`src/rtl/tsc_pkg.sv`:
```
// Constants and types shared by the touch converter control block
package tsc_pkg;
	// Register byte offsets
	localparam logic [7:0] OFF_CTRL_PRI = 8'h00;
	localparam logic [7:0] OFF_CTRL_SEC = 8'h04;
	localparam logic [7:0] OFF_SEQ_SLV  = 8'h08;
	localparam logic [7:0] OFF_SEQ_MST  = 8'h0c;
	localparam logic [7:0] OFF_STATUS   = 8'h10;

	// Reset values
	localparam logic [11:0] CTRL_PRI_RST = 12'h000;
	localparam logic [11:0] CTRL_SEC_RST = 12'h000;
	localparam logic [11:0] SEQ_RST      = 12'h000;

	// Primary control fields
	localparam int DIFF_POS   = 11;
	localparam int CHAN_LSB   = 7;
	localparam int RDADDR_LSB = 3;
	localparam int MODE_LSB   = 0;

	// Secondary control fields
	localparam int MEAN_LSB    = 10;
	localparam int WINDOW_LSB  = 8;
	localparam int POLICY_LSB  = 6;
	localparam int STARTUP_LSB = 4;
	localparam int SENSE_POS   = 3;
	localparam int REFSEL_POS  = 2;
	localparam int TMR_LSB     = 0;

	// Channel codes
	localparam logic [3:0] CHAN_LAST = 4'ha;
	localparam logic [3:0] CHAN_NONE = 4'hf;

	// Repeat intervals in conversion clocks
	localparam int TMR_SHORT_CYC = 1024;
	localparam int TMR_MID_CYC   = 2048;
	localparam int TMR_LONG_CYC  = 16384;

	typedef enum logic [1:0] {
		MODE_IDLE   = 2'b00,
		MODE_SINGLE = 2'b01,
		MODE_SEQ_SL = 2'b10,
		MODE_SEQ_MS = 2'b11
	} tsc_mode_t;

	typedef enum logic [1:0] {
		TMR_ONCE  = 2'b00,
		TMR_SHORT = 2'b01,
		TMR_MID   = 2'b10,
		TMR_LONG  = 2'b11
	} tsc_tmr_t;

	typedef enum logic [2:0] {
		ST_IDLE    = 3'b000,
		ST_LAUNCH  = 3'b001,
		ST_WAIT    = 3'b010,
		ST_DONE    = 3'b011,
		ST_REPEAT  = 3'b100,
		ST_ARM     = 3'b101,
		ST_RELEASE = 3'b110
	} tsc_state_t;
endpackage

```
`src/rtl/tsc_tmr_if.sv`:
```
// Handshake between the sequencer and the repeat timer
`timescale 1ns/10ps
`default_nettype none
interface tsc_tmr_if;
	logic       start;
	logic       stop;
	logic [1:0] code;
	logic       expired;
	modport owner (output start, output stop, output code, input expired);
	modport timer (input start, input stop, input code, output expired);
endinterface
`default_nettype wire

```
`src/rtl/tsc_top.sv`:
```
// Conversion control for a 12-bit touch screen converter
// Operation
// [RULE_01] Host writes primary control last, after every other setting.
// [RULE_02] Host goes idle, changes settings, then rewrites primary control.
// [RULE_03] Both control registers reset to zero, so the block starts idle.
// [RULE_04] Primary control: diff flag 11, channel 10:7, read address, mode 1:0.
// [RULE_05] Mode 00 idle, 01 single, 10 slave sequence, 11 master sequence.
// [RULE_06] Single mode converts the channel named in the primary control.
// [RULE_07] Single or slave run with timer 00 clears mode back to idle.
// [RULE_08] A nonzero timer code repeats the run at its interval.
// [RULE_09] Mode 10 converts every channel enabled in the slave sequencer.
// [RULE_10] Mode 11 waits for touch, then converts master sequencer channels.
// [RULE_11] After a master run wait for fresh touch or timer with touch held.
// [RULE_12] Diff flag clear is single-ended, set is ratiometric, in every mode.
// [RULE_13] Channel codes 0 to 10 are valid, 11 to 15 invalid.
// [RULE_14] Timer 00 once, 01 every 1024, 10 every 2048, 11 every 16384 clocks.
// [RULE_15] In slave mode the timer starts as soon as a run completes.
// [RULE_16] Master timer runs only while touched; release stops it.
// [RULE_17] Reference select set makes the pin an input, internal ref off.
// [RULE_18] Secondary control: mean, window, policy, startup, sense, ref, timer.
// [RULE_19] Sequencer bit 11 enables channel 0 down to bit 1 for channel 10.
//
// The address map and the Avalon-MM slave port are this design's own decisions.
`timescale 1ns/10ps
`default_nettype none
module tsc_top #(
	parameter int TMR_LONG_CYC = tsc_pkg::TMR_LONG_CYC
) (
	// Clock and reset
	input  wire logic        clk_in,
	input  wire logic        nrst_in,
	// Avalon-MM slave
	input  wire logic [7:0]  avs_address_in,
	input  wire logic        avs_read_in,
	input  wire logic        avs_write_in,
	input  wire logic [3:0]  avs_byteenable_in,
	input  wire logic [31:0] avs_writedata_in,
	output logic [31:0]      avs_readdata_out,
	output logic             avs_waitrequest_out,
	// Converter core
	output logic             conv_start_out,
	output logic [3:0]       conv_chan_out,
	output logic             conv_diff_out,
	input  wire logic        conv_done_in,
	// Touch detect and reference
	input  wire logic        touch_in,
	output logic             ref_pin_input_out,
	output logic             int_ref_off_out
);
	logic [11:0] ctrl_pri_q;
	logic [11:0] ctrl_pri_d;
	logic [11:0] ctrl_sec_q;
	logic [11:0] seq_slv_q;
	logic [11:0] seq_mst_q;
	logic        ack_q;
	logic [31:0] rdata_q;
	logic        done_s;
	logic        done_prev_q;
	logic        touch_s;
	tsc_pkg::tsc_state_t state_q;
	tsc_pkg::tsc_state_t state_d;
	logic [3:0]  chan_q;
	logic [3:0]  chan_d;
	logic        start_d;
	logic        diff_q;
	logic        clr_mode;
	logic        tmr_go;
	logic        tmr_halt;
	tsc_tmr_if tmr_bus ();

	tsc_sync u_done_sync (
		.clk_in  (clk_in),
		.nrst_in (nrst_in),
		.d_in    (conv_done_in),
		.q_out   (done_s)
	);

	tsc_sync u_touch_sync (
		.clk_in  (clk_in),
		.nrst_in (nrst_in),
		.d_in    (touch_in),
		.q_out   (touch_s)
	);

	tsc_timer #(
		.LONG_CYC (TMR_LONG_CYC)
	) u_timer (
		.clk_in  (clk_in),
		.nrst_in (nrst_in),
		.tmr     (tmr_bus)
	);

	// Byte-lane merge of a 12-bit register
	function automatic logic [11:0] merge(input logic [11:0] old,
		input logic [31:0] wd, input logic [3:0] be);
		merge = old;
		if (be[0])
			merge[7:0] = wd[7:0];
		if (be[1])
			merge[11:8] = wd[11:8];
	endfunction

	// Sequencer bit 11 is channel 0, bit 1 is channel 10
	function automatic logic [10:0] chan_mask(input logic [11:0] seq);
		for (int i = 0; i <= 10; i++) begin
			chan_mask[i] = seq[11 - i];
		end
	endfunction

	// Lowest enabled channel at or above a start point
	function automatic logic [3:0] next_chan(input logic [10:0] m,
		input logic [4:0] from);
		next_chan = tsc_pkg::CHAN_NONE;
		for (int i = 10; i >= 0; i--) begin
			if (m[i] && 5'(i) >= from) begin
				next_chan = 4'(i);
			end
		end
	endfunction

	// Field decoding
	wire tsc_pkg::tsc_mode_t mode =
		tsc_pkg::tsc_mode_t'(ctrl_pri_q[tsc_pkg::MODE_LSB +: 2]);
	wire [3:0]  chan_code = ctrl_pri_q[tsc_pkg::CHAN_LSB +: 4];
	wire        diff_flag = ctrl_pri_q[tsc_pkg::DIFF_POS];
	wire [1:0]  interval  = ctrl_sec_q[tsc_pkg::TMR_LSB +: 2];
	wire        ref_sel   = ctrl_sec_q[tsc_pkg::REFSEL_POS];
	wire        master    = mode == tsc_pkg::MODE_SEQ_MS;
	wire        single    = mode == tsc_pkg::MODE_SINGLE;
	wire [10:0] mask      = chan_mask(master ? seq_mst_q : seq_slv_q);
	wire [3:0]  first_seq = next_chan(mask, 5'h00);
	wire [3:0]  later_seq = next_chan(mask, {1'b0, chan_q} + 5'h01);
	wire [3:0]  first_ch  = single
		? (chan_code <= tsc_pkg::CHAN_LAST ? chan_code
		: tsc_pkg::CHAN_NONE) : first_seq;
	wire        done_evt  = done_s && !done_prev_q;

	// Bus decode
	wire req      = avs_read_in || avs_write_in;
	wire wr_take  = avs_write_in && ack_q;
	wire hit_pri  = avs_address_in == tsc_pkg::OFF_CTRL_PRI;
	wire hit_sec  = avs_address_in == tsc_pkg::OFF_CTRL_SEC;
	wire hit_sslv = avs_address_in == tsc_pkg::OFF_SEQ_SLV;
	wire hit_smst = avs_address_in == tsc_pkg::OFF_SEQ_MST;
	wire hit_stat = avs_address_in == tsc_pkg::OFF_STATUS;
	wire wr_pri   = wr_take && hit_pri;
	wire [31:0] status = {21'h000000, tmr_bus.expired, touch_s, chan_q,
		state_q, mode};
	wire [31:0] rd_mux =
		hit_pri  ? {20'h00000, ctrl_pri_q} :
		hit_sec  ? {20'h00000, ctrl_sec_q} :
		hit_sslv ? {20'h00000, seq_slv_q} :
		hit_smst ? {20'h00000, seq_mst_q} :
		hit_stat ? status : 32'h00000000;

	// One wait cycle per access; unmapped reads give zero
	assign avs_waitrequest_out = req && !ack_q;
	assign avs_readdata_out    = rdata_q;

	always_ff @(posedge clk_in or negedge nrst_in) begin
		if (!nrst_in) begin
			ack_q   <= 1'b0;
			rdata_q <= 32'h00000000;
		end else begin
			ack_q   <= req && !ack_q;
			rdata_q <= rd_mux;
		end
	end

	// A host write beats the hardware clearing the mode
	always_comb begin
		ctrl_pri_d = ctrl_pri_q;
		if (wr_pri) begin
			ctrl_pri_d = merge(ctrl_pri_q, avs_writedata_in,
				avs_byteenable_in);
		end else if (clr_mode) begin
			ctrl_pri_d[tsc_pkg::MODE_LSB +: 2] = tsc_pkg::MODE_IDLE; // RULE_07
		end
	end

	always_ff @(posedge clk_in or negedge nrst_in) begin
		if (!nrst_in) begin
			ctrl_pri_q <= tsc_pkg::CTRL_PRI_RST; // RULE_03
			ctrl_sec_q <= tsc_pkg::CTRL_SEC_RST; // RULE_03
			seq_slv_q  <= tsc_pkg::SEQ_RST;
			seq_mst_q  <= tsc_pkg::SEQ_RST;
		end else begin
			ctrl_pri_q <= ctrl_pri_d; // RULE_04
			if (wr_take && hit_sec) begin
				ctrl_sec_q <= merge(ctrl_sec_q, avs_writedata_in,
					avs_byteenable_in); // RULE_18
			end
			if (wr_take && hit_sslv) begin
				seq_slv_q <= merge(seq_slv_q, avs_writedata_in,
					avs_byteenable_in);
			end
			if (wr_take && hit_smst) begin
				seq_mst_q <= merge(seq_mst_q, avs_writedata_in,
					avs_byteenable_in);
			end
		end
	end

	// Sequencer; a primary write always restarts from its new mode
	always_comb begin
		state_d  = state_q;
		chan_d   = chan_q;
		start_d  = 1'b0;
		clr_mode = 1'b0;
		tmr_go   = 1'b0;
		tmr_halt = 1'b0;
		if (wr_pri) begin
			tmr_halt = 1'b1;
			case (tsc_pkg::tsc_mode_t'(ctrl_pri_d[tsc_pkg::MODE_LSB +: 2]))
				tsc_pkg::MODE_IDLE:   state_d = tsc_pkg::ST_IDLE; // RULE_05
				tsc_pkg::MODE_SEQ_MS: state_d = tsc_pkg::ST_ARM; // RULE_10
				default:              state_d = tsc_pkg::ST_LAUNCH;
			endcase
		end else begin
			case (state_q)
				tsc_pkg::ST_LAUNCH: begin
					// Invalid codes or an empty list end the run at once
					if (first_ch != tsc_pkg::CHAN_NONE) begin // RULE_13
						chan_d  = first_ch; // RULE_06 RULE_09
						start_d = 1'b1;
						state_d = tsc_pkg::ST_WAIT;
					end else begin
						state_d = tsc_pkg::ST_DONE;
					end
				end
				tsc_pkg::ST_WAIT: begin
					if (done_evt) begin
						if (!single && later_seq != tsc_pkg::CHAN_NONE) begin
							chan_d  = later_seq; // RULE_09 RULE_19
							start_d = 1'b1;
						end else begin
							state_d = tsc_pkg::ST_DONE;
						end
					end
				end
				tsc_pkg::ST_DONE: begin
					if (master) begin
						if (!touch_s) begin
							state_d = tsc_pkg::ST_ARM; // RULE_11
						end else if (interval != tsc_pkg::TMR_ONCE) begin
							tmr_go  = 1'b1; // RULE_16
							state_d = tsc_pkg::ST_REPEAT;
						end else begin
							state_d = tsc_pkg::ST_RELEASE; // RULE_11
						end
					end else if (interval == tsc_pkg::TMR_ONCE) begin
						clr_mode = 1'b1; // RULE_07
						state_d  = tsc_pkg::ST_IDLE;
					end else begin
						tmr_go  = 1'b1; // RULE_08 RULE_15
						state_d = tsc_pkg::ST_REPEAT;
					end
				end
				tsc_pkg::ST_REPEAT: begin
					if (master && !touch_s) begin
						tmr_halt = 1'b1; // RULE_16
						state_d  = tsc_pkg::ST_ARM;
					end else if (tmr_bus.expired) begin
						state_d = tsc_pkg::ST_LAUNCH; // RULE_08
					end
				end
				tsc_pkg::ST_ARM: begin
					if (touch_s) begin
						state_d = tsc_pkg::ST_LAUNCH; // RULE_10 RULE_16
					end
				end
				tsc_pkg::ST_RELEASE: begin
					if (!touch_s) begin
						state_d = tsc_pkg::ST_ARM; // RULE_11
					end
				end
				default: begin
					state_d = tsc_pkg::ST_IDLE;
				end
			endcase
		end
	end

	assign tmr_bus.start = tmr_go;
	assign tmr_bus.stop  = tmr_halt;
	assign tmr_bus.code  = interval; // RULE_14

	always_ff @(posedge clk_in or negedge nrst_in) begin
		if (!nrst_in) begin
			state_q     <= tsc_pkg::ST_IDLE;
			chan_q      <= 4'h0;
			diff_q      <= 1'b0;
			done_prev_q <= 1'b0;
			conv_start_out <= 1'b0;
		end else begin
			state_q     <= state_d;
			chan_q      <= chan_d;
			diff_q      <= start_d ? diff_flag : diff_q; // RULE_12
			done_prev_q <= done_s;
			conv_start_out <= start_d;
		end
	end

	assign conv_chan_out = chan_q;
	assign conv_diff_out = diff_q;

	// Reference select overrides any power policy for the reference
	assign ref_pin_input_out = ref_sel; // RULE_17
	assign int_ref_off_out   = ref_sel; // RULE_17
endmodule
`default_nettype wire

```
`src/rtl/tsc_sync.sv`:
```
// Two-flop synchroniser for one pin
`timescale 1ns/10ps
`default_nettype none
module tsc_sync (
	// Clock and reset
	input  wire logic clk_in,
	input  wire logic nrst_in,
	// Data
	input  wire logic d_in,
	output logic      q_out
);
	logic meta_q;

	always_ff @(posedge clk_in or negedge nrst_in) begin
		if (!nrst_in) begin
			meta_q <= 1'b0;
			q_out  <= 1'b0;
		end else begin
			meta_q <= d_in;
			q_out  <= meta_q;
		end
	end
endmodule
`default_nettype wire

```
`src/rtl/tsc_timer.sv`:
```
// Repeat interval timer counted in conversion clocks
`timescale 1ns/10ps
`default_nettype none
module tsc_timer #(
	parameter int LONG_CYC = tsc_pkg::TMR_LONG_CYC
) (
	// Clock and reset
	input  wire logic clk_in,
	input  wire logic nrst_in,
	// Sequencer side
	tsc_tmr_if.timer  tmr
);
	logic [14:0] cnt_q;
	logic        run_q;
	logic        exp_q;
	logic [14:0] load;

	function automatic logic [14:0] limit(input logic [1:0] code);
		case (code)
			tsc_pkg::TMR_SHORT: limit = 15'(tsc_pkg::TMR_SHORT_CYC - 1);
			tsc_pkg::TMR_MID:   limit = 15'(tsc_pkg::TMR_MID_CYC - 1);
			default:            limit = 15'(LONG_CYC - 1);
		endcase
	endfunction

	assign load        = limit(tmr.code);
	assign tmr.expired = exp_q;

	// Expiry shows one cycle more than the interval after the start pulse
	always_ff @(posedge clk_in or negedge nrst_in) begin
		if (!nrst_in) begin
			cnt_q <= 15'h0000;
			run_q <= 1'b0;
			exp_q <= 1'b0;
		end else begin
			exp_q <= run_q && cnt_q == 15'h0000 && !tmr.stop && !tmr.start;
			if (tmr.stop) begin
				run_q <= 1'b0;
			end else if (tmr.start) begin
				run_q <= 1'b1;
				cnt_q <= load;
			end else if (run_q) begin
				if (cnt_q == 15'h0000) begin
					run_q <= 1'b0;
				end else begin
					cnt_q <= cnt_q - 15'h0001;
				end
			end
		end
	end
endmodule
`default_nettype wire

```
`config.mk`:
```
export PLATFORM = sky130hd
export DESIGN_NAME = tsc_top
export DESIGN_NICKNAME = d
export VERILOG_FILES = /design/src/rtl/tsc_pkg.sv /design/src/rtl/tsc_tmr_if.sv /design/src/rtl/tsc_top.sv /design/src/rtl/tsc_sync.sv /design/src/rtl/tsc_timer.sv
export SDC_FILE = /design/constraint.sdc
export NUM_CORES = 1
export LEC_CHECK = 0
export ABC_AREA = 1
export BUFFER_PORTS_ARGS = -buffer_cell sky130_fd_sc_hd__buf_2
export CAP_MARGIN = 0
export CORE_ASPECT_RATIO = 1.1
export CORE_MARGIN = 2
export CORE_UTILIZATION = 50
export CTS_BUF_LIST = sky130_fd_sc_hd__clkbuf_8
export DETAILED_ROUTE_END_ITERATION = 10
export PLACE_DENSITY = 0.83
export RECOVER_POWER = 25
export SKIP_LAST_GASP = 1
export SYNTH_ARGS = -nofsm -noshare
export SYNTH_HDL_FRONTEND = slang
export SYNTH_HIERARCHICAL = 1
export SYNTH_SLANG_ARGS = --single-unit
```
`constraint.sdc`:
```
create_clock -name clk_in -period 2.01 [get_ports clk_in]
set_input_delay 0.5025 -clock clk_in [delete_from_list [all_inputs] [get_ports clk_in]]
set_output_delay 0.5025 -clock clk_in [all_outputs]
set_load 0.01 [all_outputs]
```
Word level (Yosys, flattened, before mapping)
Index checks and enable logic that the tools add are counted.
{ "word_totals": {"register_bits": 92, "out_inout_bits": 41, "wordCells": 190} }
{ "classes": {"n_addsub": 2, "n_lt_le_gt_ge": 12, "eq_ne": 26, "mux": 77, "bitwise": 2, "reduce_logical": 48} }
{ "ops": {"columns": ["op", "count"], "rows": [
  ["$mux W4", 25],
  ["$mux W12", 5],
  ["$mux W15", 3],
  ["$mux W3", 11],
  ["$pmux W14 S2", 1],
  ["$logic_and A1 B1 Y1", 23],
  ["$mux W1", 22],
  ["$ge A3 B5 Y1 const A", 4],
  ["$pmux W3 S6", 1],
  ["$eq A8 B4 Y1 const B", 2],
  ["$reduce_and A2 Y1", 8],
  ["$ge A4 B5 Y1 const A", 3],
  ["$logic_not A15 Y1", 1],
  ["$sub A15 B1 Y15 const B", 1],
  ["$mux W11", 1],
  ["$ge A1 B5 Y1 const A", 2],
  ["$ge A2 B5 Y1 const A", 2],
  ["$mux W2", 5],
  ["$reduce_and A5 Y1", 2],
  ["$eq A3 B3 Y1 const B", 3],
  ["$ne A3 B3 Y1 const B", 3],
  ["$eq A8 B3 Y1 const B", 1],
  ["$eq A8 B5 Y1 const B", 1],
  ["$logic_not A8 Y1", 1],
  ["other kinds (20)", 36]
]} }

Depth between registers and ports, before layout
Gate-level depths: netlist (run 1).
{ "depth": {"depth_word": 20, "depth_mapped": 19} }

Hierarchy
Netlist (run 1), hierarchy kept.
{ "modules_own_cells": {"columns": ["module", "n_inst", "cells_each", "area_per_inst_um2"], "rows": [
  ["tsc_top", 1, 567, 4149.0],
  ["tsc_timer", 1, 161, 1136.1],
  ["tsc_sync", 2, 2, 50.0]
]} }

Worst setup path after synthesis (run 1)
OpenSTA, ideal clock, no wires.
{ "synth_path": {"path_type": "in2reg", "from": "input avs_address_in[7]", "to": "register u_timer.cnt_q[14]", "setup_ns": 0.074, "arrival_ns": 2.328, "slack_ns": -0.392, "stages": 14, "path_cell_list": "nor4_4 nand2_1 nor2_2 inv_1 buf_2 nand2_1 nor3_1 inv_2 nand3_1 nand3b_4 nand3_4 buf_6 nand2_1 o21ai_2"} }
{ "synth_via": {"elab_chain_cells": 5, "elab_cells_between_ends": 9} }
{ "synth_rtl": {"columns": ["element", "line_no", "text"], "rows": [
  ["from (decl)", "tsc_top.sv:33", "input wire logic [7:0] avs_address_in,"],
  ["$logic_not A8 Y1 *", "tsc_top.sv:141", "wire hit_pri = avs_address_in == tsc_pkg::OFF_CTRL_PRI;"],
  ["$logic_and A1 B1 Y1 *", "tsc_top.sv:146", "wire wr_pri = wr_take && hit_pri;"],
  ["$mux W1 *", "tsc_top.sv:212", "if (wr_pri) begin"],
  ["via tmr_bus.start", "tsc_tmr_if.sv:5", "logic start;"],
  ["$ne A2 B1 Y1 (no source line) or $reduce_bool A2 Y1 (tied branches)", null, null],
  ["$reduce_and A3 Y1 (no source line)", null, null],
  ["to (signal assigned)", "tsc_timer.sv:41", "cnt_q <= load;"],
  ["to (signal assigned)", "tsc_timer.sv:46", "cnt_q <= cnt_q - 15'h0001;"],
  ["to (decl)", "tsc_timer.sv:13", "logic [14:0] cnt_q;"]
]} }
The timed path passes the listed nets; every way through them passes the cells marked *.
A chain may end at the register's enable or synchronous reset.

Worst setup path after layout (run 1)
{ "layout_path": {"from": "register chan_q[0] (netlist: conv_chan_out[0])", "to": "register chan_q[1] (netlist: conv_chan_out[1])"} }
{ "layout_via": {"elab_chain_cells": 18, "elab_cells_between_ends": 41} }
{ "layout_rtl": {"columns": ["element", "line_no", "text"], "rows": [
  ["from (decl)", "tsc_top.sv:62", "logic [3:0] chan_q;"],
  ["from (signal assigned)", "tsc_top.sv:297", "chan_q <= chan_d;"],
  ["$add A4 B1 Y5 *", "tsc_top.sv:132", "wire [3:0] later_seq = next_chan(mask, {1'b0, chan_q} + 5'h01);"],
  ["$ge A4 B5 Y1", "tsc_top.sv:115", "if (m[i] && 5'(i) >= from) begin"],
  ["$logic_and A1 B1 Y1", "tsc_top.sv:115", null],
  ["$mux W3", "tsc_top.sv:115", null],
  ["$mux W4 (9 in a row)", "tsc_top.sv:115", null],
  ["$mux W4 *", "tsc_top.sv:115", null],
  ["$ne A4 B4 Y1", "tsc_top.sv:233", "if (!single && later_seq != tsc_pkg::CHAN_NONE) begin"],
  ["$logic_and A1 B1 Y1", "tsc_top.sv:233", null],
  ["$ne A2 B2 Y1 (no source line)", null, null],
  ["$reduce_and A5 Y1 (no source line)", null, null]
]} }
Every way passes the cells marked *; elsewhere a longest branch is shown, timed or not. The select of a mux whose other input is x is not followed.

==> impl_metrics.py, run 1 <==
metrics = {
    "final_layout": {
        "drive_gt1_share_pct": 26.2,
        "final_common_cell": "nand2_1",
        "diodes": 0,
        "utilization_pct": 63.3,
        "layout.nets": 904,
        "layout_common_cells": "nand2_1 (224), dfrtp_1 (89), inv_1 (75)",
        "area_growth_pct": 22.7,
    },
    "pwr": {
        "p_sw_uw": 2430,
        "p_int_uw": 3550,
        "ir_drop_mv": 0.543,
        "power.density_nw_per_um2": 905,
        "p_leak_uw": 0.00349,
        "switching_share_pct": 40.6,
        "seqPwrFrac_pct": 36.8,
        "combPwrFrac_pct": 43.6,
        "total_power_uw": 5980,
        "clkPwrFrac_pct": 19.6,
    },
    "detailed_routing": {
        "met2_length_mm": 6.37,
        "wl_met1_mm": 5.53,
        "dr.pass1.iters": 5,
        "wl_met3_um": 876,
        "wl_per_cell_um": 13.1,
        "wl_mm": 13.1,
        "vias": 5126,
        "drc": 0,
        "first_iter_violations": 320,
        "ant_nets": 0,
        "maxUsedRoutingLayer": "met4",
        "vias_per_cell": 5.14,
    },
    "sta": {
        "slew_headroom_pct": 48.7,
        "finalSetupTns_ns": -0.728,
        "finalCriticalPeriod_ns": 2.11,
        "finalSetupViolations": 9,
        "finClkSkew_ns": 0.0257,
        "report.final.slew_viol_count": 0,
        "worst_pin_slew_ns": 0.769,
        "fin_crit_sh_pct": 105,
        "rsz0062_at_grt": "true",
        "worst_slack_ns": -0.103,
        "hold_viol": 0,
        "clock.fmax_mhz": 473,
    },
    "clocking": {
        "ctsHoldBuffers": 0,
        "insertion_delay_ns": 0.39,
        "worst_setup_hold_path_clk_slew_ns": 0.11,
        "cts.sinks": 92,
        "cts-root-buf": "clkbuf_8",
        "htreeDepth": 3,
        "cts_tree": "built",
        "numCtsBuffers": 9,
        "clk_path_buf_depth": 2,
    },
    "floorplan": {
        "coreArea_sq_um": 10400,
        "dieArea_sq_um": 11600,
        "rows": 39,
        "die_h_um": 113,
        "initial_core_util_pct": 51.6,
        "die_x_um": 103,
        "ios": 91,
    },
    "worst_setup_path": {
        "worstSetupStartpointType": "flop",
        "crit_buf_inv": 3,
        "cp_max_fo": 7,
        "reg2reg_depth": 17,
        "cp_common_cell": "nand2_2",
        "rr_endpoint": "conv_chan_out[1]",
        "critical_path_required_ns": 2.34,
        "cp_slowest_stage_delay_ns": 0.48,
        "cp.arrival_ns": 2.45,
        "critical_path_class": "flop to flop",
        "reg2reg_slack_ns": -0.10,
        "cpLargestDelayFamily": "simple AND/OR/NAND/NOR gates",
        "worstPathCellList": "ha_4 -> nand2_4 -> nor2_4 -> inv_2 -> nand2_4 -> nor2_4 -> inv_1 -> or2_1 -> nand2_2 -> nor2_4 -> nand3_2 -> nand2_1 -> nand2_2 -> nand2_4 -> inv_4 -> nand2_2 -> nand2_2",
        "worstReg2RegStart": "conv_chan_out[0]",
        "end_kind": "flop",
        "cpMaxStageDelayCell": "dfrtp_2",
    },
    "placed_design": {
        "hpwl_mm": 9.60,
        "gp_congestion": 0.915,
        "preCtsSetupSlack_ns": -0.230,
        "numPortBuffers": 48,
    },
    "logic_synthesis": {
        "ys_types": 46,
        "yosysTopAreaCell": "dfrtp_1",
        "netlist.area_leader.share_pct": 42.8,
        "netlist_top_cells_area": "dfrtp_1 (43%), nand2_1 (17%), inv_1 (5.4%), o21ai_0 (5.2%), nor2_1 (4.2%)",
        "synth_ff_type": "dfrtp_1",
        "synth_seq_cells": 92,
        "yosysWarnings": 6,
        "synth_edf_count": 0,
        "ys_seq_area_share_pct": 42.8,
        "ys_async_sr_fraction_pct": 100,
        "synthCells": 732,
        "synthesis.area_sq_um": 5390,
        "syn_area_per_cell_sq_um": 7.36,
    },
    "status": {
        "violations": "negative setup slack",
        "status": "finished with violations",
    },
    "grt": {
        "grt_pass1_wl_mm": 21.7,
        "overflow": 0,
        "grt_util_all_layers_pct": 23.5,
        "grt_max_degree": 35,
        "antenna_found_initial": 0,
        "grt_pass1_vias": 4849,
    },
    "hold_path": {
        "hold_path_class": "primary input to asynchronous set/reset pin",
    },
    "run": {
        "maxCapViolCount": 0,
    },
}
per-stage QoR:
stage | cell area [sq um] | std cells | hold WS, ns
6_report | 6610 | 997 | 0.189
5_1_grt | 6610 | 997 | 0.218
4_1_cts | 6550 | 995 | 0.0521
3_5_place_dp | 6240 | 973 | 0.338
3_3_place_gp | 6240 | 973 | 0.337
2_1_floorplan | 5490 | 751 | 0.207
kinds of logic (layout without fill, tap and decap cells):
group           count (synthesis)  in the layout  share of synthesized area [%]
simple gates                  389            389                           31.8
compound gates                115            115                           12.6
fa+ha+maj                       5              5                           1.16
other cells                     1             20                         0.0696
buf+inv                       126            229                           11.0
flops                          92             92                           42.8
xor+xnor                        4              4                          0.650
synthesized netlist by cell type (all sizes together), types with 5 or more instances:
library cell  instances
buf                  31
o21ai                84
nand2               249
nand3                43
ha                    5
inv                  88
a21oi                 7
nand4                 7
nor3                 10
a221oi                6
dfrtp                92
clkbuf                7
nor2                 68
or2                   5
how the worst max path moves through the flow:
stage / startpoint / endpoint / slack (ns) / cells after the start
finish: conv_chan_out[0] / conv_chan_out[1] / -0.10 / 17
global route: conv_chan_out[0] / conv_chan_out[1] / -0.22 / 17
CTS: conv_chan_out[0] / conv_chan_out[0] / -0.08 / 15
detailed placement: avs_address_in[1] / u_timer/cnt_q[12] / -0.23 / 16
global placement: avs_address_in[1] / u_timer/cnt_q[13] / -0.14 / 16
floorplan: avs_address_in[4] / u_timer/cnt_q[3] / -0.26 / 13
what timing repair did:
action                     in CTS  in global routing
setup buffers                   6                  2
setup endpoints to repair       9                 10
pin swaps                      17                 15
gates resized for setup        25                 18
power by group through the flow:
stage	sequential [uW]	combinational, uW	clock (uW)
6_report	2200	2610	1170
2_1_floorplan	2190	1600	0
5_1_grt	2220	2950	1270
4_1_cts	2190	2460	1190
3_3_place_gp	2200	2190	0
3_5_place_dp	2210	2220	0
routing by layer:
metal	up-vias	global-route usage, %
met5	-	0
met4	0	8.68
met3	26	4.82
met2	179	38.6
met1	2379	30.7
li1	2542	-
worst register-to-register path, delay by kind of cell, from the launching register on:
| kind | cells | cell delay, ns |
|---|---|---|
| adder cells (fa/ha/maj) | 1 | 0.20 |
| buffers and inverters | 3 | 0.22 |
| flip-flops | 1 | 0.48 |
| AND/OR/NAND/NOR | 13 | 1.17 |
final cells by class:
cell class,count,area (sq um)
repair buffers,125,886
clock inverters,6,40.0
well taps,143,179
flip-flops and latches,92,2310
clock buffers,10,138
inverters,88,333
fillers,926,3830
multi-input cells,533,2730
sequential cells by signal, indices dropped and copies added (netlist names):
signal and count:
u_timer/run_q 1, u_timer/tmr.expired 1, ctrl_sec_q 12, u_touch_sync/q_out 1, conv_start_out 1, conv_chan_out 4
u_timer/cnt_q 15, ctrl_pri_q 12, conv_diff_out 1, done_prev_q 1, seq_mst_q 12, seq_slv_q 12
ack_q 1, u_touch_sync/meta_q 1, state_q 3, avs_readdata_out 12, u_done_sync/meta_q 1, u_done_sync/q_out 1
(Power assumes the default switching activity.)
==> inputs of run 2 (changes only) <==
RECOVER_POWER = 50   (was 25)
==> run 2 against run 1 <==
The flow still finishes with violations (negative setup slack); setup slack lost 0.0016 ns; clock-buffer cell count is the same; first-iteration DRC count grew 8.4%; via count grew 0.37%; sequential power is essentially flat; worst hold slack lost 0.021 ns; cell area shrank 0.23%; combinational power is essentially flat; total power is essentially flat; global-route usage is the same; critical path depth is the same.
==> impl_metrics.py, run 2 (same netlist as run 1, synthesis figures left out) <==
metrics = {
    "sta": {
        "finalCriticalPeriod_ns": 2.11,
        "clock.fmax_mhz": 473,
        "worst_pin_slew_ns": 0.846,
        "finClkSkew_ns": 0.0261,
        "fin_crit_sh_pct": 105,
        "finalSetupViolations": 9,
        "report.final.slew_viol_count": 0,
        "worst_slack_ns": -0.105,
        "whs_ns": 0.168,
        "slew_headroom_pct": 43.6,
        "rsz0062_at_grt": "true",
        "hold_viol": 0,
    },
    "grt": {
        "antenna_found_initial": 0,
        "overflow": 0,
        "grt_util_all_layers_pct": 23.5,
        "grt_pass1_wl_mm": 21.7,
        "grt_max_degree": 35,
        "grt_pass1_vias": 4849,
    },
    "final_layout": {
        "layout_common_cells": "nand2_1 (224), dfrtp_1 (89), inv_1 (75)",
        "fill_cells": 927,
        "layout.nets": 904,
        "largest-register": "u_timer/cnt_q",
        "fin_cells": 997,
        "largest_reg_flops": 15,
        "utilization_pct": 63.1,
        "final_common_cell": "nand2_1",
        "diodes": 0,
        "area_growth_pct": 22.4,
        "drive_gt1_share_pct": 26.2,
    },
    "placed_design": {
        "gp_congestion": 0.915,
        "hpwl_mm": 9.60,
        "place_inst": 973,
        "numPortBuffers": 48,
        "preCtsSetupSlack_ns": -0.230,
    },
    "floorplan": {
        "initial_core_util_pct": 51.6,
        "dieArea_sq_um": 11600,
        "coreArea_sq_um": 10400,
        "rows": 39,
        "ios": 91,
        "die_h_um": 113,
        "die_x_um": 103,
    },
    "worst_setup_path": {
        "cpMaxStageDelayCell": "dfrtp_2",
        "cp_max_fo": 7,
        "reg2reg_slack_ns": -0.10,
        "end_kind": "flop",
        "crit_end": "conv_chan_out[2]",
        "startpoint": "conv_chan_out[0]",
        "critical_path_required_ns": 2.32,
        "worstReg2RegStart": "conv_chan_out[0]",
        "reg2reg_depth": 17,
        "critical_path_class": "flop to flop",
        "rr_endpoint": "conv_chan_out[2]",
        "crit_buf_inv": 3,
        "cp.arrival_ns": 2.43,
        "cp.depth": 17,
        "cpLargestDelayFamily": "simple AND/OR/NAND/NOR gates",
        "worstPathCellList": "ha_4 -> nand2_4 -> nor2_4 -> inv_2 -> nand2_4 -> nor2_4 -> inv_1 -> or2_1 -> nand2_2 -> nor2_4 -> nand3_2 -> nand2_1 -> nand2_2 -> nand2_4 -> inv_4 -> nand2_2 -> nand2_1",
        "worstSetupStartpointType": "flop",
        "cp_slowest_stage_delay_ns": 0.48,
    },
    "clocking": {
        "ctsHoldBuffers": 0,
        "htreeDepth": 3,
        "clk_path_buf_depth": 2,
        "cts-root-buf": "clkbuf_8",
        "numCtsBuffers": 9,
        "worst_setup_hold_path_clk_slew_ns": 0.11,
        "cts_tree": "built",
        "cts.sinks": 92,
        "insertion_delay_ns": 0.39,
    },
    "status": {
        "status": "finished with violations",
        "violations": "negative setup slack",
    },
    "detailed_routing": {
        "drc": 0,
        "dr.pass1.iters": 5,
        "wl_mm": 13.1,
        "first_iter_violations": 347,
        "vias": 5145,
        "ant_nets": 0,
        "vias_per_cell": 5.16,
        "wl_per_cell_um": 13.2,
    },
    "pwr": {
        "ir_drop_mv": 0.546,
        "power.density_nw_per_um2": 907,
        "p_leak_uw": 0.00349,
        "total_power_uw": 5980,
    },
    "hold_path": {
        "hold_path_class": "primary input to asynchronous set/reset pin",
    },
    "run": {
        "maxCapViolCount": 0,
    },
}
## run 2: power breakdown
group          switching (uW)  internal [uW]  total, uW
combinational            1550           1060       2600
clock                     694            481       1170
sequential                193           2010       2200
## run 2: stage by stage
| stage | setup TNS (ns) | cell area (sq um) |
|---|---|---|
| after floorplan | -4.02 | 5490 |
| after global placement | -2.22 | 6240 |
| after detailed placement | -5.07 | 6240 |
| after CTS | -0.359 | 6550 |
| after global routing | -1.68 | 6590 |
| final | -0.744 | 6590 |
## run 2: final cells by class
type | count | area, sq um | share of cell area, %
clock buffer | 10 | 138 | 2.09
clock inverter | 6 | 40.0 | 0.607
inverter | 88 | 333 | 5.05
multi-input combinational | 533 | 2730 | 41.4
sequential | 92 | 2310 | 35.0
tap | 143 | 179 | 2.71
timing repair buffer | 125 | 871 | 13.2
## run 2: worst min-delay path by stage
| stage | to | cells after the start | start | slack, ns |
|---|---|---|---|---|
| final | seq_slv_q[6] | 1 | nrst_in | 0.17 |
| after global routing | u_done_sync/meta_q | 1 | conv_done_in | 0.22 |
| after CTS | u_timer/cnt_q[2] | 1 | nrst_in | 0.05 |
| after detailed placement | u_done_sync/q_out | 0 | u_done_sync/meta_q | 0.34 |
| after global placement | u_done_sync/q_out | 0 | u_done_sync/meta_q | 0.34 |
| after floorplan | ack_q | 0 | nrst_in | 0.21 |
## run 2: metal layers
| metal | share of wire (%) | track usage, % |
|---|---|---|
| met2 | 48 | 38.6 |
| met3 | 6.1 | 4.82 |
| met5 | 0 | 0 |
| met4 | 2.5 | 8.68 |
| met1 | 43 | 30.7 |
## run 2: what timing repair did
action / in CTS / in global routing
endpoints found under the setup margin: 9 / 10
cloned: 0 / 0
pin swaps: 17 / 15
gates resized for setup: 25 / 18
buffers inserted: 6 / 2
==> inputs of run 3 (changes only) <==
==> constraint.sdc (replaced) <==
create_clock -name clk_in -period 2.01 [get_ports clk_in]
set_input_delay 0.1005 -clock clk_in [delete_from_list [all_inputs] [get_ports clk_in]]
set_output_delay 0.1005 -clock clk_in [all_outputs]
set_load 0.01 [all_outputs]
==> run 3 against run 2 <==
The flow still finishes with violations (negative setup slack); routed wire length rose by 1.7%; total power grew 4.5%; clock-buffer cell count rose by 2; first-iteration DRC count shrank 14%; utilization fell by 0.19 points; non-clock buffer count down 7; sequential share of layout area rose by 0.087 points; clock power grew 18%; cell count decreased by 0.70%; cell area is 0.30% lower; critical path depth shrank 2; worst hold slack lost 0.15 ns.
==> impl_metrics.py, run 3 (same netlist as run 1, synthesis figures left out) <==
metrics = {
    "status": {
        "status": "finished with violations",
        "violations": "negative setup slack",
    },
    "detailed_routing": {
        "first_iter_violations": 300,
        "vias_per_cell": 5.10,
        "wl_mm": 13.4,
        "wl_per_cell_um": 13.5,
        "ant_nets": 0,
        "vias": 5052,
        "drc": 0,
        "dr.pass1.iters": 5,
    },
    "sta": {
        "worst_slack_ns": -0.118,
        "clock.fmax_mhz": 470,
        "fin_crit_sh_pct": 106,
        "finClkSkew_ns": 0.0103,
        "worst_pin_slew_ns": 1.12,
        "finalSetupTns_ns": -0.781,
        "report.final.slew_viol_count": 0,
        "finalSetupViolations": 9,
        "hold_viol": 0,
        "rsz0062_at_grt": "true",
        "slew_headroom_pct": 25.1,
        "finalCriticalPeriod_ns": 2.13,
    },
    "placed_design": {
        "hpwl_mm": 9.50,
        "gp_congestion": 0.942,
        "placed_area_sq_um": 6090,
        "numPortBuffers": 48,
        "preCtsSetupSlack_ns": -0.0853,
    },
    "hold_path": {
        "hp-start": "avs_writedata_in[3]",
        "hold_path_class": "primary input to flop",
        "hold-path-cell-count": 3,
        "min_to": "seq_slv_q[3]",
    },
    "floorplan": {
        "dieArea_sq_um": 11600,
        "coreArea_sq_um": 10400,
        "die_h_um": 113,
        "ios": 91,
        "rows": 39,
        "die_x_um": 103,
        "initial_core_util_pct": 51.6,
    },
    "grt": {
        "antenna_found_initial": 0,
        "grt_max_degree": 47,
        "overflow": 0,
        "grt_util_all_layers_pct": 23.7,
        "grt_pass1_wl_mm": 21.6,
        "grt_pass1_vias": 4717,
    },
    "final_layout": {
        "final_common_cell": "nand2_1",
        "largest-register": "u_timer/cnt_q",
        "diodes": 0,
        "multi_input_comb_area_sq_um": 2710,
        "area_growth_pct": 22.1,
        "layout.nets": 897,
        "ff_latch_area_sq_um": 2300,
        "largest_reg_flops": 15,
        "drive_gt1_share_pct": 22.9,
        "fill_cells": 941,
        "fin_area_sq_um": 6570,
        "layout_common_cells": "nand2_1 (230), dfrtp_1 (90), inv_1 (73)",
    },
    "clocking": {
        "htreeDepth": 3,
        "insertion_delay_ns": 0.38,
        "clk_path_buf_depth": 2,
        "worst_setup_hold_path_clk_slew_ns": 0.10,
        "cts-root-buf": "clkbuf_8",
        "numCtsBuffers": 9,
        "cts_tree": "built",
        "cts.sinks": 92,
    },
    "worst_setup_path": {
        "end_kind": "flop",
        "critical_path_required_ns": 2.33,
        "rr_endpoint": "conv_chan_out[1]",
        "worstSetupStartpointType": "flop",
        "reg2reg_depth": 15,
        "cp.arrival_ns": 2.45,
        "cp_max_fo": 7,
        "reg2reg_slack_ns": -0.12,
        "critical_path_class": "flop to flop",
        "worstReg2RegStart": "conv_chan_out[0]",
    },
    "pwr": {
        "p_leak_uw": 0.00343,
        "ir_drop_mv": 0.596,
        "total_power_uw": 6250,
        "power.density_nw_per_um2": 951,
    },
    "run": {
        "maxCapViolCount": 0,
    },
}
-- run 3: cell types whose count changed in the layout (fill, tap and decap cells not counted), moves of 4 or more --
cell,delta
buf_4,-11
dlygate4sd3_1,+4
clkbuf_1,+13
buf_2,-13
nand2_1,+6
nand2_2,-7
-- run 3: area by class of cell --
| cell class | count | area share (%) |
|---|---|---|
| Timing Repair Buffer | 118 | 12.6 |
| Tap cell | 143 | 2.72 |
| Clock inverter | 4 | 0.837 |
| Multi-Input combinational cell | 533 | 41.2 |
| Inverter | 88 | 5.10 |
| Sequential cell | 92 | 35.1 |
| Clock buffer | 12 | 2.51 |
-- run 3: metrics by stage --
stage | util (%) | instances | hold WS, ns
4_1_cts | 61.5 | 984 | 0.00490
3_3_place_gp | 58.3 | 960 | 0.134
3_5_place_dp | 58.3 | 960 | 0.146
5_1_grt | 63.0 | 990 | 0.0397
6_report | 63.0 | 990 | 0.0143
2_1_floorplan | - | 751 | -0.195
-- run 3: worst max path at each step --
stage,from,end,depth (start not counted)
2_1_floorplan,avs_address_in[7],u_timer/cnt_q[14],14
3_3_place_gp,conv_chan_out[0],conv_chan_out[0],15
3_5_place_dp,conv_chan_out[0],conv_chan_out[0],18
4_1_cts,conv_chan_out[0],conv_chan_out[0],14
5_1_grt,conv_chan_out[0],conv_chan_out[0],18
6_report,conv_chan_out[0],conv_chan_out[1],15
-- run 3: worst max-delay path: stages, from the launching register on --
cell	delay, ns
dfrtp_2	0.47
buf_6	0.13
ha_4	0.30
nand2_1	0.09
nor2_1	0.13
inv_1	0.07
or2_1	0.24
nand2_2	0.10
nor2_4	0.04
nand3_2	0.08
nand2_1	0.06
nand2_2	0.09
nand2_4	0.09
inv_4	0.09
nand2_1	0.05
nand2_1	0.05
-- run 3: metal layers --
| metal | vias to the layer above | wire length (um) | global-route usage [%] | share of wire, % |
|---|---|---|---|---|
| met5 | - | 0 | 0 | 0 |
| met4 | 0 | 365 | 12.0 | 2.7 |
| met3 | 31 | 717 | 3.40 | 5.4 |
| met2 | 141 | 6480 | 37.3 | 48 |
| met1 | 2359 | 5800 | 31.8 | 43 |
| li1 | 2521 | - | - | - |
-- run 3: where the power goes --
part / internal [uW] / leakage [uW] / switching (uW)
clock network: 684 / 0.000109 / 695
registers: 2010 / 0.00125 / 180
logic: 1090 / 0.00207 / 1590
total: 3780 / 0.00343 / 2470
-- run 3: what timing repair did --
item,CTS,global route
gates resized for setup,10,38
endpoints found under the hold margin,47,0
gates cloned,0,1
hold buffers,4,0
buffers inserted,4,5
setup endpoints to repair,8,22
pin swaps,7,16
